`src/core/csx_pkg.sv`:
```
package csx_pkg;
    // =========================================================
    // Register map (word indices on the plain register port)
    // =========================================================
    localparam logic [2:0] CSX_MODE_ADDR = 3'h0;
    localparam logic [2:0] CSX_RATE_ADDR = 3'h1;
    localparam logic [2:0] CSX_CTRL_ADDR = 3'h2;
    localparam logic [2:0] CSX_TXBUF_ADDR = 3'h3;
    localparam logic [2:0] CSX_STAT_ADDR = 3'h4;
    localparam logic [2:0] CSX_RXBUF_ADDR = 3'h5;
    // =========================================================
    // Field positions
    // =========================================================
    localparam int CSX_MODE_SYNC_BIT = 7;
    localparam int CSX_CTRL_RIE_BIT = 6;
    localparam int CSX_CTRL_TE_BIT = 5;
    localparam int CSX_CTRL_RE_BIT = 4;
    localparam int CSX_CTRL_CLOCK_SOURCE_SELECT_HI_BIT = 1;
    localparam int CSX_STAT_TDE_BIT = 7;
    localparam int CSX_STAT_RDF_BIT = 6;
    localparam int CSX_STAT_OVR_BIT = 5;
    localparam int CSX_STAT_FRM_BIT = 4;
    localparam int CSX_STAT_PAR_BIT = 3;
    localparam int CSX_STAT_TDN_BIT = 2;
    // =========================================================
    // Reset values
    // =========================================================
    localparam logic [7:0] CSX_RXBUF_RST = 8'h00;
    localparam logic [7:0] CSX_TXBUF_RST = 8'hff;
    localparam logic [7:0] CSX_RATE_RST = 8'h00;
    localparam logic [7:0] CSX_MODE_RST = 8'h00;
    localparam logic [7:0] CSX_CTRL_RST = 8'h00;
    localparam logic [7:0] CSX_STAT_RST = 8'h84;
    // =========================================================
    // Timing
    // =========================================================
    localparam int CSX_MCLK_KHZ = 40000;
    localparam int CSX_SCK_PERIOD_NS = 4000;
    localparam int CSX_SCK_PERIOD_CYC = CSX_SCK_PERIOD_NS * CSX_MCLK_KHZ / 1000000;
    localparam int CSX_FRAME_BITS = 8;
    localparam logic [3:0] CSX_LAST_BIT = 4'h7;

    typedef enum logic [2:0] {
        CSX_IDLE = 3'b001,
        CSX_SHIFT = 3'b010,
        CSX_DONE = 3'b100
    } csx_tx_state_t;

    typedef struct packed {
        logic sck_out;
        logic sck_oe;
        logic txd;
    } csx_pins_t;

    typedef struct packed {
        logic [7:0] mode_reg;
        logic [7:0] rate_reg;
        logic [7:0] ctrl_reg;
        logic [7:0] txbuf_reg;
        logic [7:0] rxbuf_reg;
        logic tde_reg;
        logic rdf_reg;
        logic ovr_reg;
        logic frm_reg;
        logic par_reg;
        logic tdn_reg;
        logic [7:0] rdata_reg;
        logic [10:0] brg_cnt_reg;
        logic brg_tick_half_reg;
        csx_tx_state_t tx_state_reg;
        logic [7:0] tsr_reg;
        logic [3:0] tx_bit_reg;
        logic [7:0] rsr_reg;
        logic [3:0] rx_bit_reg;
        logic [2:0] sck_sync_reg;
        logic [2:0] rxd_sync_reg;
        logic sck_prev_reg;
        logic eri_reg;
        csx_pins_t pins_reg;
    } csx_state_t;
endpackage

```
`src/core/csx_txrx.sv`:
```
`timescale 1ns/1ps
// Operation
// Receive shifter fills from serial input, then full byte moves to receive buffer.
// Receive buffer is eight bits, read only, zero after reset.
// Transmit buffer is eight bits, read/write, all ones after reset.
// Idle transmit shifter takes the buffer byte and starts shifting.
// A waiting byte at frame end is chained without a clock pause.
// Software writes transmit buffer once, only after empty flag reads one.
// Software reads receive buffer once, only after full flag reads one.
// Status flags are cleared by writing zero, never set by software.
// Own bit-rate generator per channel, steered by eight-bit rate register.
// Empty flag at zero means new data is waiting to be moved.
// After the move the empty flag goes to one and the frame starts.
// Eight data bits leave on serial out, in step with the output clock.
// Empty flag is sampled during the last bit to decide chaining.
// Nothing pending: set done flag, hold last bit, park clock high.
// Frame ending while full flag set: set overrun, drop byte, keep full.
// Overrun with receive interrupt enable set raises the receive fault request.
// Normal frame end: full flag set, byte placed in receive buffer.
// Receiver starts in step with serial clock, internal or external.
// Internal clock gives a four microsecond transfer clock period; the code gives it only with rate register 0x0f.
// Control register gates transmit, receive, interrupt and clock source.
// Mode register selects format and generator input clock; the code decodes only the format bit.
// Clock select 0x: internal clock, pin output; 1x: external, pin input.
// Mode format bit: zero asynchronous, one clocked synchronous; in the code zero only turns transmit, receive and the clock pin output off.
// Least significant bit first; transmit on falling, sample on rising edge.
// Done flag clears when new byte is written and sending resumes.
module csx_txrx
    import csx_pkg::*;
(
    input wire logic mclk,
    input wire logic srst,
    input wire logic [2:0] reg_addr,
    input wire logic [7:0] reg_wdata,
    input wire logic reg_wr,
    input wire logic reg_rd,
    output logic [7:0] reg_rdata,
    input wire logic rxd_in,
    input wire logic sck_in,
    output logic sck_out,
    output logic sck_oe,
    output logic txd_out,
    output logic rx_fault_irq
);
    // =========================================================
    // State
    // =========================================================
    csx_state_t s_reg;
    csx_state_t s_next;

    logic sync_mode;
    logic ext_clk;
    logic tx_en;
    logic rx_en;
    logic sck_rise;
    logic sck_fall;
    logic sck_lvl;
    logic rxd_lvl;
    logic tx_ok;
    logic tde_set;
    logic rdf_set;
    logic ovr_set;
    logic tdn_set;
    logic tdn_clr;
    logic [10:0] brg_limit;
    logic [7:0] stat_word;

    // Half period in mclk cycles: half of (rate + 1) sixteenths of one full period at 250 kbps.
    function automatic logic [10:0] half_period(input logic [7:0] rate);
        logic [31:0] full;
        full = 32'(CSX_SCK_PERIOD_CYC) * (32'(rate) + 32'h1) / 32'h10;
        if (full < 32'h2) begin
            full = 32'h2;
        end
        return 11'(full >> 1);
    endfunction

    assign sync_mode = s_reg.mode_reg[CSX_MODE_SYNC_BIT];
    assign ext_clk = s_reg.ctrl_reg[CSX_CTRL_CLOCK_SOURCE_SELECT_HI_BIT];
    assign tx_en = s_reg.ctrl_reg[CSX_CTRL_TE_BIT] && sync_mode;
    assign rx_en = s_reg.ctrl_reg[CSX_CTRL_RE_BIT] && sync_mode;
    assign brg_limit = half_period(s_reg.rate_reg);
    // A level change counts once the second and third stages agree.
    assign sck_lvl = (s_reg.sck_sync_reg[1] == s_reg.sck_sync_reg[2])
                     ? s_reg.sck_sync_reg[2] : s_reg.sck_prev_reg;
    assign rxd_lvl = s_reg.rxd_sync_reg[2];
    assign tx_ok = tx_en && !s_reg.tde_reg;
    assign stat_word = {s_reg.tde_reg, s_reg.rdf_reg, s_reg.ovr_reg, s_reg.frm_reg,
                        s_reg.par_reg, s_reg.tdn_reg, 2'b00};

    always_comb begin
        s_next = s_reg;
        tde_set = 1'b0;
        rdf_set = 1'b0;
        ovr_set = 1'b0;
        tdn_set = 1'b0;
        tdn_clr = 1'b0;
        sck_rise = 1'b0;
        sck_fall = 1'b0;
        s_next.sck_sync_reg = {s_reg.sck_sync_reg[1:0], sck_in};
        s_next.rxd_sync_reg = {s_reg.rxd_sync_reg[1:0], rxd_in};
        // =====================================================
        // Clock edges: internal generator or external pin
        // =====================================================
        s_next.brg_tick_half_reg = 1'b0;
        if (!ext_clk) begin
            if (s_reg.tx_state_reg == CSX_SHIFT) begin
                if (s_reg.brg_cnt_reg + 11'h1 >= brg_limit) begin
                    s_next.brg_cnt_reg = 11'h000;
                    s_next.brg_tick_half_reg = 1'b1;
                end else begin
                    s_next.brg_cnt_reg = s_reg.brg_cnt_reg + 11'h1;
                end
            end else begin
                s_next.brg_cnt_reg = 11'h000;
            end
            sck_fall = s_reg.brg_tick_half_reg && s_reg.pins_reg.sck_out;
            sck_rise = s_reg.brg_tick_half_reg && !s_reg.pins_reg.sck_out;
            s_next.sck_prev_reg = 1'b1;
        end else begin
            s_next.sck_prev_reg = sck_lvl;
            sck_fall = s_reg.sck_prev_reg && !sck_lvl;
            sck_rise = !s_reg.sck_prev_reg && sck_lvl;
            s_next.brg_cnt_reg = 11'h000;
        end
        s_next.pins_reg.sck_oe = sync_mode && !ext_clk;
        // =====================================================
        // Transmit path
        // =====================================================
        case (s_reg.tx_state_reg)
            CSX_IDLE, CSX_DONE: begin
                s_next.pins_reg.sck_out = 1'b1;
                if (tx_ok || (rx_en && !tx_en && ext_clk)) begin
                    s_next.tsr_reg = s_reg.txbuf_reg;
                    s_next.tx_bit_reg = 4'h0;
                    tde_set = tx_ok;
                    tdn_clr = tx_ok;
                    s_next.rx_bit_reg = 4'h0;
                    s_next.tx_state_reg = CSX_SHIFT;
                    if (tx_ok) begin
                        s_next.pins_reg.txd = s_reg.txbuf_reg[0];
                    end
                end else if (rx_en && !tx_en && !ext_clk) begin
                    s_next.rx_bit_reg = 4'h0;
                    // The frame counter also paces receive-only frames, so it restarts too.
                    s_next.tx_bit_reg = 4'h0;
                    s_next.tx_state_reg = CSX_SHIFT;
                end
            end
            CSX_SHIFT: begin
                if (!ext_clk && s_reg.brg_tick_half_reg) begin
                    s_next.pins_reg.sck_out = !s_reg.pins_reg.sck_out;
                end
                if (sck_rise && rx_en) begin
                    s_next.rsr_reg = {rxd_lvl, s_reg.rsr_reg[7:1]};
                    s_next.rx_bit_reg = s_reg.rx_bit_reg + 4'h1;
                    if (s_reg.rx_bit_reg == CSX_LAST_BIT) begin
                        s_next.rx_bit_reg = 4'h0;
                        if (s_reg.rdf_reg) begin
                            ovr_set = 1'b1;
                        end else begin
                            s_next.rxbuf_reg = {rxd_lvl, s_reg.rsr_reg[7:1]};
                            rdf_set = 1'b1;
                        end
                    end
                end
                if (sck_rise) begin
                    if (s_reg.tx_bit_reg == CSX_LAST_BIT) begin
                        if (tx_ok) begin
                            s_next.tsr_reg = s_reg.txbuf_reg;
                            s_next.tx_bit_reg = 4'h0;
                            tde_set = 1'b1;
                        end else begin
                            tdn_set = tx_en;
                            s_next.tx_state_reg = CSX_DONE;
                        end
                    end else begin
                        s_next.tx_bit_reg = s_reg.tx_bit_reg + 4'h1;
                    end
                end
                if (sck_fall && tx_en) begin
                    s_next.pins_reg.txd = s_reg.tsr_reg[s_reg.tx_bit_reg[2:0]];
                end
                if (!tx_en && !rx_en) begin
                    s_next.tx_state_reg = CSX_IDLE;
                end
            end
            default: begin
                s_next.tx_state_reg = CSX_IDLE;
            end
        endcase
        // =====================================================
        // Register port
        // =====================================================
        s_next.rdata_reg = 8'h00;
        if (reg_rd) begin
            case (reg_addr)
                CSX_MODE_ADDR: s_next.rdata_reg = s_reg.mode_reg;
                CSX_RATE_ADDR: s_next.rdata_reg = s_reg.rate_reg;
                CSX_CTRL_ADDR: s_next.rdata_reg = s_reg.ctrl_reg;
                CSX_TXBUF_ADDR: s_next.rdata_reg = s_reg.txbuf_reg;
                CSX_STAT_ADDR: s_next.rdata_reg = stat_word;
                CSX_RXBUF_ADDR: s_next.rdata_reg = s_reg.rxbuf_reg;
                default: s_next.rdata_reg = 8'h00;
            endcase
        end
        if (reg_wr) begin
            case (reg_addr)
                CSX_MODE_ADDR: s_next.mode_reg = reg_wdata;
                CSX_RATE_ADDR: s_next.rate_reg = reg_wdata;
                CSX_CTRL_ADDR: s_next.ctrl_reg = reg_wdata;
                CSX_TXBUF_ADDR: s_next.txbuf_reg = reg_wdata;
                CSX_STAT_ADDR: begin
                    // Writing zero clears any flag but the done flag; writing one leaves it alone.
                    s_next.tde_reg = s_reg.tde_reg & reg_wdata[CSX_STAT_TDE_BIT];
                    s_next.rdf_reg = s_reg.rdf_reg & reg_wdata[CSX_STAT_RDF_BIT];
                    s_next.ovr_reg = s_reg.ovr_reg & reg_wdata[CSX_STAT_OVR_BIT];
                    s_next.frm_reg = s_reg.frm_reg & reg_wdata[CSX_STAT_FRM_BIT];
                    s_next.par_reg = s_reg.par_reg & reg_wdata[CSX_STAT_PAR_BIT];
                end
                default: begin
                end
            endcase
        end
        // Hardware sets win over a software clear in the same cycle.
        if (tde_set) begin
            s_next.tde_reg = 1'b1;
        end
        if (rdf_set) begin
            s_next.rdf_reg = 1'b1;
        end
        if (ovr_set) begin
            s_next.ovr_reg = 1'b1;
        end
        if (tdn_clr) begin
            s_next.tdn_reg = 1'b0;
        end
        if (tdn_set) begin
            s_next.tdn_reg = 1'b1;
        end
        s_next.eri_reg = s_next.ovr_reg && s_reg.ctrl_reg[CSX_CTRL_RIE_BIT];
    end

    always_ff @(posedge mclk) begin
        if (srst) begin
            s_reg.mode_reg <= CSX_MODE_RST;
            s_reg.rate_reg <= CSX_RATE_RST;
            s_reg.ctrl_reg <= CSX_CTRL_RST;
            s_reg.txbuf_reg <= CSX_TXBUF_RST;
            s_reg.rxbuf_reg <= CSX_RXBUF_RST;
            s_reg.tde_reg <= CSX_STAT_RST[CSX_STAT_TDE_BIT];
            s_reg.rdf_reg <= 1'b0;
            s_reg.ovr_reg <= 1'b0;
            s_reg.frm_reg <= 1'b0;
            s_reg.par_reg <= 1'b0;
            s_reg.tdn_reg <= CSX_STAT_RST[CSX_STAT_TDN_BIT];
            s_reg.rdata_reg <= 8'h00;
            s_reg.brg_cnt_reg <= 11'h000;
            s_reg.brg_tick_half_reg <= 1'b0;
            s_reg.tx_state_reg <= CSX_IDLE;
            s_reg.tsr_reg <= 8'h00;
            s_reg.tx_bit_reg <= 4'h0;
            s_reg.rsr_reg <= 8'h00;
            s_reg.rx_bit_reg <= 4'h0;
            s_reg.sck_sync_reg <= 3'b111;
            s_reg.rxd_sync_reg <= 3'b111;
            s_reg.sck_prev_reg <= 1'b1;
            s_reg.eri_reg <= 1'b0;
            s_reg.pins_reg <= '{sck_out: 1'b1, sck_oe: 1'b0, txd: 1'b1};
        end else begin
            s_reg <= s_next;
        end
    end

    assign reg_rdata = s_reg.rdata_reg;
    assign sck_out = s_reg.pins_reg.sck_out;
    assign sck_oe = s_reg.pins_reg.sck_oe;
    assign txd_out = s_reg.pins_reg.txd;
    assign rx_fault_irq = s_reg.eri_reg;
endmodule // csx_txrx

```
`config.mk`:
```
export PLATFORM = sky130hd
export DESIGN_NAME = csx_txrx
export DESIGN_NICKNAME = d
export VERILOG_FILES = /design/src/core/csx_pkg.sv /design/src/core/csx_txrx.sv
export SDC_FILE = /design/constraint.sdc
export NUM_CORES = 1
export LEC_CHECK = 0
export ABC_AREA = 1
export BUFFER_PORTS_ARGS = -buffer_cell sky130_fd_sc_hd__buf_2
export CORE_MARGIN = 2
export CORE_UTILIZATION = 31
export DETAILED_ROUTE_END_ITERATION = 10
export GPL_ROUTABILITY_DRIVEN = 0
export REMOVE_ABC_BUFFERS = 1
export SETUP_SLACK_MARGIN = 0.3
export SLEW_MARGIN = 20
export SYNTH_ARGS = -nofsm -noshare
export SYNTH_HDL_FRONTEND = slang
export SYNTH_SLANG_ARGS = --single-unit
```
`constraint.sdc`:
```
create_clock -name mclk -period 4.9 [get_ports mclk]
set_clock_uncertainty 0.05 [all_clocks]
set_input_delay 0.98 -clock mclk [delete_from_list [all_inputs] [get_ports mclk]]
set_output_delay 0.98 -clock mclk [all_outputs]
set_load 0.01 [all_outputs]
```
**Word-level counts from Yosys, hierarchy flattened**

Cells that the tools add are included.

- Add/sub/neg operators: 4
- Multipliers: 1
- Magnitude comparators: 3
- Eq/ne operators: 24
- Muxes and demuxes: 52
- Bitwise operators: 9
- Reductions and logical operators: 49

Operators by type and width:

| operator | count |
|---|---|
| $pmux 8 s6 | 1 |
| $mux 1 | 28 |
| $mux 4 | 7 |
| $mux 12 | 2 |
| $pmux 12 s2 | 1 |
| $logic_and 1x1->1 | 16 |
| $reduce_and 2->1 | 8 |
| $reduce_and 4->1 | 4 |
| $mux 15 | 1 |
| $lt 13x2->1 const B | 1 |
| $mul 3x9->12 const A | 1 |
| $mux 3 | 4 |
| $add 11x1->11 const B | 1 |
| $ge 11x11->1 | 1 |
| $mux 11 | 1 |
| $reduce_or 2->1 | 5 |
| $add 8x1->9 const B | 1 |
| $eq 3x2->1 const B | 3 |
| $eq 3x3->1 const B | 3 |
| $add 4x1->4 const B | 2 |
| $eq 4x3->1 const B | 2 |
| $mux 8 | 1 |
| $ne 2x1->1 const B | 4 |
| $ne 2x2->1 const B | 4 |
| 20 further kinds | 40 |

- Register bits after elaboration: 104
- Output and inout bits: 12
- Logic and storage cells: 168

**Logic depth before layout (Yosys ltp)**

Gate-level depths: netlist (run 1).

- Depth in word-level cells: 9
- Gate-level depth with buffers: 25
- Gate-level depth less buffers: 24

**Worst setup path before layout (run 1)**

No wires, ideal clock.

- Path type: flip-flop to flip-flop
- Start: register s_reg[88] in the netlist's numbering
- End: register s_reg[46] in the netlist's numbering
- Arrival time: 3.322 ns
- Setup slack: 1.409 ns
- Stages on the path, launching flop included: 23
- Clock period less this slack: 3.491 ns
- Cells stage by stage: dfxtp_1 -> inv_1 -> nor3_1 -> nand3_1 -> nand3b_1 -> xor2_1 -> ha_1 -> ha_1 -> nand2_1 -> nand2_1 -> a21oi_1 -> nand3_1 -> nand2_1 -> nor2_1 -> nand3_1 -> nand2_1 -> ha_1 -> nand2_1 -> nor3_1 -> nand2_1 -> nand4_1 -> buf_2 -> nor2_1

- Word-level cells in the longest chain between the ends: 6

Ends and longest elaborated chain:

| element | line | text |
|---|---|---|
| start, declared | csx_txrx.sv:48 | `csx_state_t s_reg;` |
| $add 8x1->9 (*) | csx_txrx.sv:71 | `full = 32'(CSX_SCK_PERIOD_CYC) * (32'(rate) + 32'h1) / 32'h10;` |
| $mul 3x9->12 (*) | csx_txrx.sv:71 |  |
| $lt 13x2->1 | csx_txrx.sv:72 | `if (full < 32'h2) begin` |
| $mux 12 (*) | csx_txrx.sv:72 |  |
| $ge 11x11->1 (*) | csx_txrx.sv:108 | `if (s_reg.brg_cnt_reg + 11'h1 >= brg_limit) begin` |
| $reduce_or 4->1 (no line) (*) | - |  |

Mark *: on every way between the ends. The rest lies on a longest branch, timed or not.
A chain may end at the register's enable or synchronous reset.

**Worst setup path in the final report (run 1)**

- Start: register s_reg[88] in the netlist's numbering
- End: register s_reg[40] in the netlist's numbering

Same word-level chain as after synthesis.

==> results of run 1 <==
## layer usage
layer | part of all wire | vias up | routed length [um]
li1 | - | 2517 | -
met1 | 0.51 | 2083 | 6400
met2 | 0.44 | 66 | 5540
met3 | 0.036 | 12 | 453
met4 | 0.015 | 0 | 185
met5 | 0 | - | 0
## cells in the mapped netlist
library cell  count
xnor2_1           4
o21ai_0          49
inv_6             1
nor2_4            5
a31o_2            1
nand4_1           8
o21ai_1          14
nand2_1         139
buf_6             2
nand3b_1          4
nand2_4           1
and2_1            1
fa_1              1
a31oi_1           8
ha_1             28
inv_2            12
a21oi_1          55
nor3_1           11
a21o_1            1
a21oi_2           1
o21a_1            1
nand3_2           1
or2_2             7
clkbuf_1          8
o211ai_1          4
buf_1             1
dfxtp_1         103
o22ai_1           7
buf_4            10
nor2_1          111
o2111ai_1         1
nor2_2            4
nor3_2            1
xor2_1            9
clkinv_2          1
buf_2             7
nand4_4           1
and3_1            1
o31ai_1           1
inv_1            94
nand2_2           6
nand3_1          47
## power by group
part	leakage, nW	internal, mW	switching [mW]
combinational	1.77	0.137	0.259
clock	0.147	0.361	0.350
sequential	0.837	0.901	0.0532
## worst paths after layout
| kind | depth (start not counted) | endpoint |
|---|---|---|
| max reg2reg | 21 | s_reg[40] |
| min | 1 | rxd_lvl |
| min reg2reg | 1 | rxd_lvl |
| max | 21 | s_reg[40] |
## logic make-up after synthesis
| logic type | after synthesis | synth area share |
|---|---|---|
| compound gates | 143 | 0.141 |
| fa+ha+maj | 29 | 0.0683 |
| buf+inv | 136 | 0.107 |
| xor+xnor | 13 | 0.0210 |
| flops | 103 | 0.380 |
| simple gates | 348 | 0.283 |
## per-stage QoR
stage	cells	hold slack (ns)	cell area, um^2	util	power [mW]
6_report	1014	0.361	5990	0.349	2.06
5_1_grt	1014	0.377	5990	0.349	2.19
4_1_cts	1014	0.363	5990	0.349	2.09
3_5_place_dp	998	0.343	5690	0.331	1.37
3_3_place_gp	998	0.341	5690	0.331	1.36
2_1_floorplan	744	0.339	5260	-	1.26
## worst max-delay path, cell delays in order (launching register included)
cell and delay [ns]:
dfxtp_1 0.40, ha_1 0.22, nand2_1 0.10, nor2_1 0.27
nand3_1 0.14, xor2_1 0.16, inv_1 0.08, ha_1 0.27
ha_1 0.36, a21oi_1 0.32, nor2_1 0.10, nor2_1 0.13
nand2_1 0.08, nor2_1 0.10, nand3_1 0.11, nand2_1 0.08
ha_1 0.22, nand2_1 0.08, o21ai_0 0.07, nand3b_1 0.11
nand4_1 0.38, nor2_1 0.22
## cell type report
type                    count  area share
clock buffers               9      0.0376
flip-flops and latches    103       0.344
well taps                 225      0.0470
repair buffers             29      0.0247
multi-input cells         533       0.465
inverters                 108      0.0687
clock inverters             7      0.0127
==> results_dict.tcl, run 1 <==
set metrics [dict create \
    worstSetupStartpoint "s_reg[88]" \
    syn_area_mm2 0.00542 \
    vias 4678 \
    worstReg2RegStart "s_reg[88]" \
    fmax_ghz 0.242 \
    grt_pass1_wl_mm 21.3 \
    layout_common_cells "139 x nand2_1, 111 x nor2_1, 103 x dfxtp_1" \
    areaGrowthSynthToFinish_pct 10.4 \
    synthCells 772 \
    synth-seq-cells 103 \
    pre_cts_ws_ns 0.842 \
    min_period_ns 4.13 \
    met2_usage 0.224 \
    finish.net_count 830 \
    path_class "flip-flop to flip-flop" \
    fp-row-count 48 \
    viasPerCell 4.61 \
    cts_setup_buffers 0 \
    dieArea_mm2 0.0186 \
    totalWireLength_mm 12.6 \
    multi_input_area_mm2 0.00278 \
    cts.repair.resized 0 \
    worstSetupEndpointType "flip-flop" \
    vdd_drop_max_v 0.000166 \
    max_slew_margin 0.542 \
    io_buffer_count 28 \
    fp.dieW_um 136 \
    crit_fanout 11 \
    yosysSeqAreaShare 0.380 \
    finalWorstSetupSlack_ns 0.774 \
    cts_max_level 3 \
    drtIter0Drc 234 \
    ioPinCount 29 \
    layout_commonest_cell "nand2_1" \
    grtUsageTotal 0.144 \
    grt.overflow.total 0 \
    p_leak_nw 2.75 \
    grt_antenna_before_repair 0 \
    core-area_mm2 0.0172 \
    grt_max_degree 51 \
    power.density_mw_per_mm2 344 \
    reg2reg_slack_ns 0.77 \
    hold_viol 0 \
    met1_usage 0.204 \
    insertion_delay_ns 0.35 \
    diodes 0 \
    min_from "s_next[7]" \
    drive_gt1_frac 0.110 \
    die_h_um 136 \
    min_period_over_period 0.842 \
    slew_viol_final 0 \
    cts_buffers 9 \
    required_ns 5.12 \
    status "complete, no violations" \
    setup_viol 0 \
    drc 0 \
    routedWlPerCell_um 12.4 \
    drt-pass1-iter-count 4 \
    root_buffer "clkbuf_16" \
    ys_top_cells_by_area "dfxtp_1 38%, nand2_1 9.6%, nor2_1 7.7%" \
    antenna_left 0 \
    seq_area_mm2 0.00206 \
    arrival_ns 4.35 \
    hp-class "flip-flop to flip-flop" \
    cts_tree "done" \
    grt_pass1_vias 4380 \
    clkTransAtPathRegs_ns 0.08 \
    ys_types 42 \
    tightest_slew_ns 0.687 \
    largest_register_ffs 85 \
    yosys.area.top_type "dfxtp_1" \
    met3_usage 0.0179 \
    yosys_warnings 0 \
    start_util 0.316 \
    drv_cap 0 \
    setup_tns_ns 0 \
    synth_top_area_frac 0.380 \
    busiest_layer "met2" \
    avgSynthCellArea_um2 7.03 \
    clk_path_buf_depth 2 \
    hpwlAfterDp_mm 9.21 \
    cp-start-kind "flip-flop" \
    rsz0062_at_grt "no" \
    clock_sinks 103 \
    hold_buffers 0 \
    fill_cells 1896 \
]
No activity file was read; power rests on OpenSTA's default activity.
==> inputs of run 2 (changes only) <==
==> constraint.sdc (replaced) <==
create_clock -name mclk -period 3.5 [get_ports mclk]
set_clock_uncertainty 0.05 [all_clocks]
set_input_delay 0.7 -clock mclk [delete_from_list [all_inputs] [get_ports mclk]]
set_output_delay 0.7 -clock mclk [all_outputs]
set_load 0.01 [all_outputs]
==> run 2 against run 1 <==
The run now ends with negative setup slack left. Wire length rose by 3.0%. Clock-buffer cell count rose by 1. Sequential power rose by 39%. Non-clock buffer count up 32. Worst setup slack worse by 0.89 ns. Critical path type unchanged. Largest cell class unchanged. Largest power group unchanged.
==> results_dict.tcl, run 2 (synthesized netlist as in run 1, its figures left out) <==
set metrics [dict create \
    finish.net_count 862 \
    layout_commonest_cell "nand2_1" \
    drive_gt1_frac 0.174 \
    largest_register_ffs 85 \
    place_inst 1026 \
    status "finished with violations" \
    path_class "flip-flop to flip-flop" \
    arrival_ns 3.84 \
    io_buffer_count 28 \
    drc 0 \
    clock_sinks 103 \
    drt-pass1-iter-count 4 \
    hpwlAfterDp_mm 9.45 \
    dieArea_mm2 0.0186 \
    clk_path_buf_depth 2 \
    cts_buffers 9 \
    vias 4828 \
    viasPerCell 4.62 \
    worstSetupEndpointType "flip-flop" \
    ioPinCount 29 \
    vdd_drop_max_v 0.000302 \
    finalNonFillerCells 1046 \
    min_period_ns 3.61 \
    fp.dieW_um 136 \
    layout_common_cells "138 x nand2_1, 110 x nor2_1, 100 x dfxtp_1" \
    pre_cts_ws_ns -0.212 \
    hold_buffers 0 \
    routedWlPerCell_um 12.4 \
    grt_max_degree 52 \
    die_h_um 136 \
    min_period_over_period 1.03 \
    hold_viol 0 \
    grt.overflow.total 0 \
    setup_viol 11 \
    power.density_mw_per_mm2 471 \
    tightest_slew_ns 0.521 \
    hold_ws_ns 0.359 \
    insertion_delay_ns 0.35 \
    fmax_ghz 0.277 \
    drv_cap 0 \
    setup_tns_ns -1.10 \
    crit_fanout 11 \
    root_buffer "clkbuf_16" \
    grt_pass1_vias 4558 \
    finalPower_mw 3.03 \
    drtIter0Drc 367 \
    required_ns 3.73 \
    hp-class "flip-flop to flip-flop" \
    cts_tree "done" \
    grt_antenna_before_repair 0 \
    fill_cells 1856 \
    rsz0062_at_grt "yes" \
    core-area_mm2 0.0172 \
    violations "negative setup slack" \
    clkTransAtPathRegs_ns 0.07 \
    antenna_left 0 \
    finalWorstSetupSlack_ns -0.115 \
    totalWireLength_mm 13.0 \
    grt_pass1_wl_mm 22.1 \
    diodes 0 \
    cts_max_level 3 \
    areaGrowthSynthToFinish_pct 18.4 \
    start_util 0.316 \
    p_leak_nw 2.94 \
    fp-row-count 48 \
    cp-start-kind "flip-flop" \
    max_slew_margin 0.652 \
    slew_viol_final 0 \
    grtUsageTotal 0.148 \
]
-- run 2: cell count changes in the layout (fill, tap and decap cells not counted), sizes merged --
cell | before | now
clkbuf | 9 | 10
buf | 29 | 61
bufinv | 0 | 2
clkinv | 5 | 2
-- run 2: path summary, 6_finish.rpt --
kind	end	slack, ns	depth (start not counted)	from
max	s_reg[41]	-0.11	24	s_reg[90]
min	s_next[10]	0.36	1	s_next[9]
max reg2reg	s_reg[41]	-0.11	24	s_reg[90]
min reg2reg	s_next[10]	0.36	1	s_next[9]
-- run 2: per-layer routing --
layer  vias up  part of all wire  track usage
met4         0             0.016       0.0382
met3        14             0.027       0.0250
met1      2164              0.51        0.208
met5         -                 0            0
li1       2579                 -            -
met2        71              0.45        0.236
-- run 2: area by class of cell --
cell class                      instances  area (um^2)  area share
Multi-Input combinational cell        533         2930       0.456
Sequential cell                       103         2070       0.322
Inverter                              108          412      0.0641
Timing Repair Buffer                   61          404      0.0629
Tap cell                              225          282      0.0438
Clock buffer                           10          229      0.0356
Clock inverter                          6          100      0.0156
-- run 2: timing repair --
item                                    in CTS  in global routing
resized for setup                           15                 14
pin swaps                                    5                  2
buffers inserted                             2                  2
endpoints found under the setup margin      12                 12
hold endpoints to repair                     0                  0
-- run 2: where the power goes --
part           internal, mW  switching, mW
logic                 0.215          0.369
registers              1.26         0.0714
clock network         0.641          0.467
total                  2.12          0.908
-- run 2: through the flow --
stage                      util  area [um^2]
after floorplan               -         5260
after global placement    0.344         5910
after detailed placement  0.344         5910
after CTS                 0.367         6310
after global routing      0.374         6420
final                     0.374         6420
-- run 2: critical path, stage by stage (launching register included) --
cell,delay [ns]
dfxtp_2,0.33
inv_2,0.05
nor3_4,0.20
buf_4,0.15
xor2_1,0.16
inv_1,0.08
ha_1,0.28
ha_2,0.18
inv_2,0.04
fa_2,0.52
nand2_1,0.05
nor2_1,0.08
nand2_1,0.05
nor2_1,0.11
nand3_1,0.07
nor2_1,0.09
nand3_1,0.11
nand2_1,0.08
ha_1,0.23
nand2_2,0.09
o21ai_2,0.05
nand3b_1,0.10
nand4_1,0.14
buf_12,0.18
nor2_1,0.08
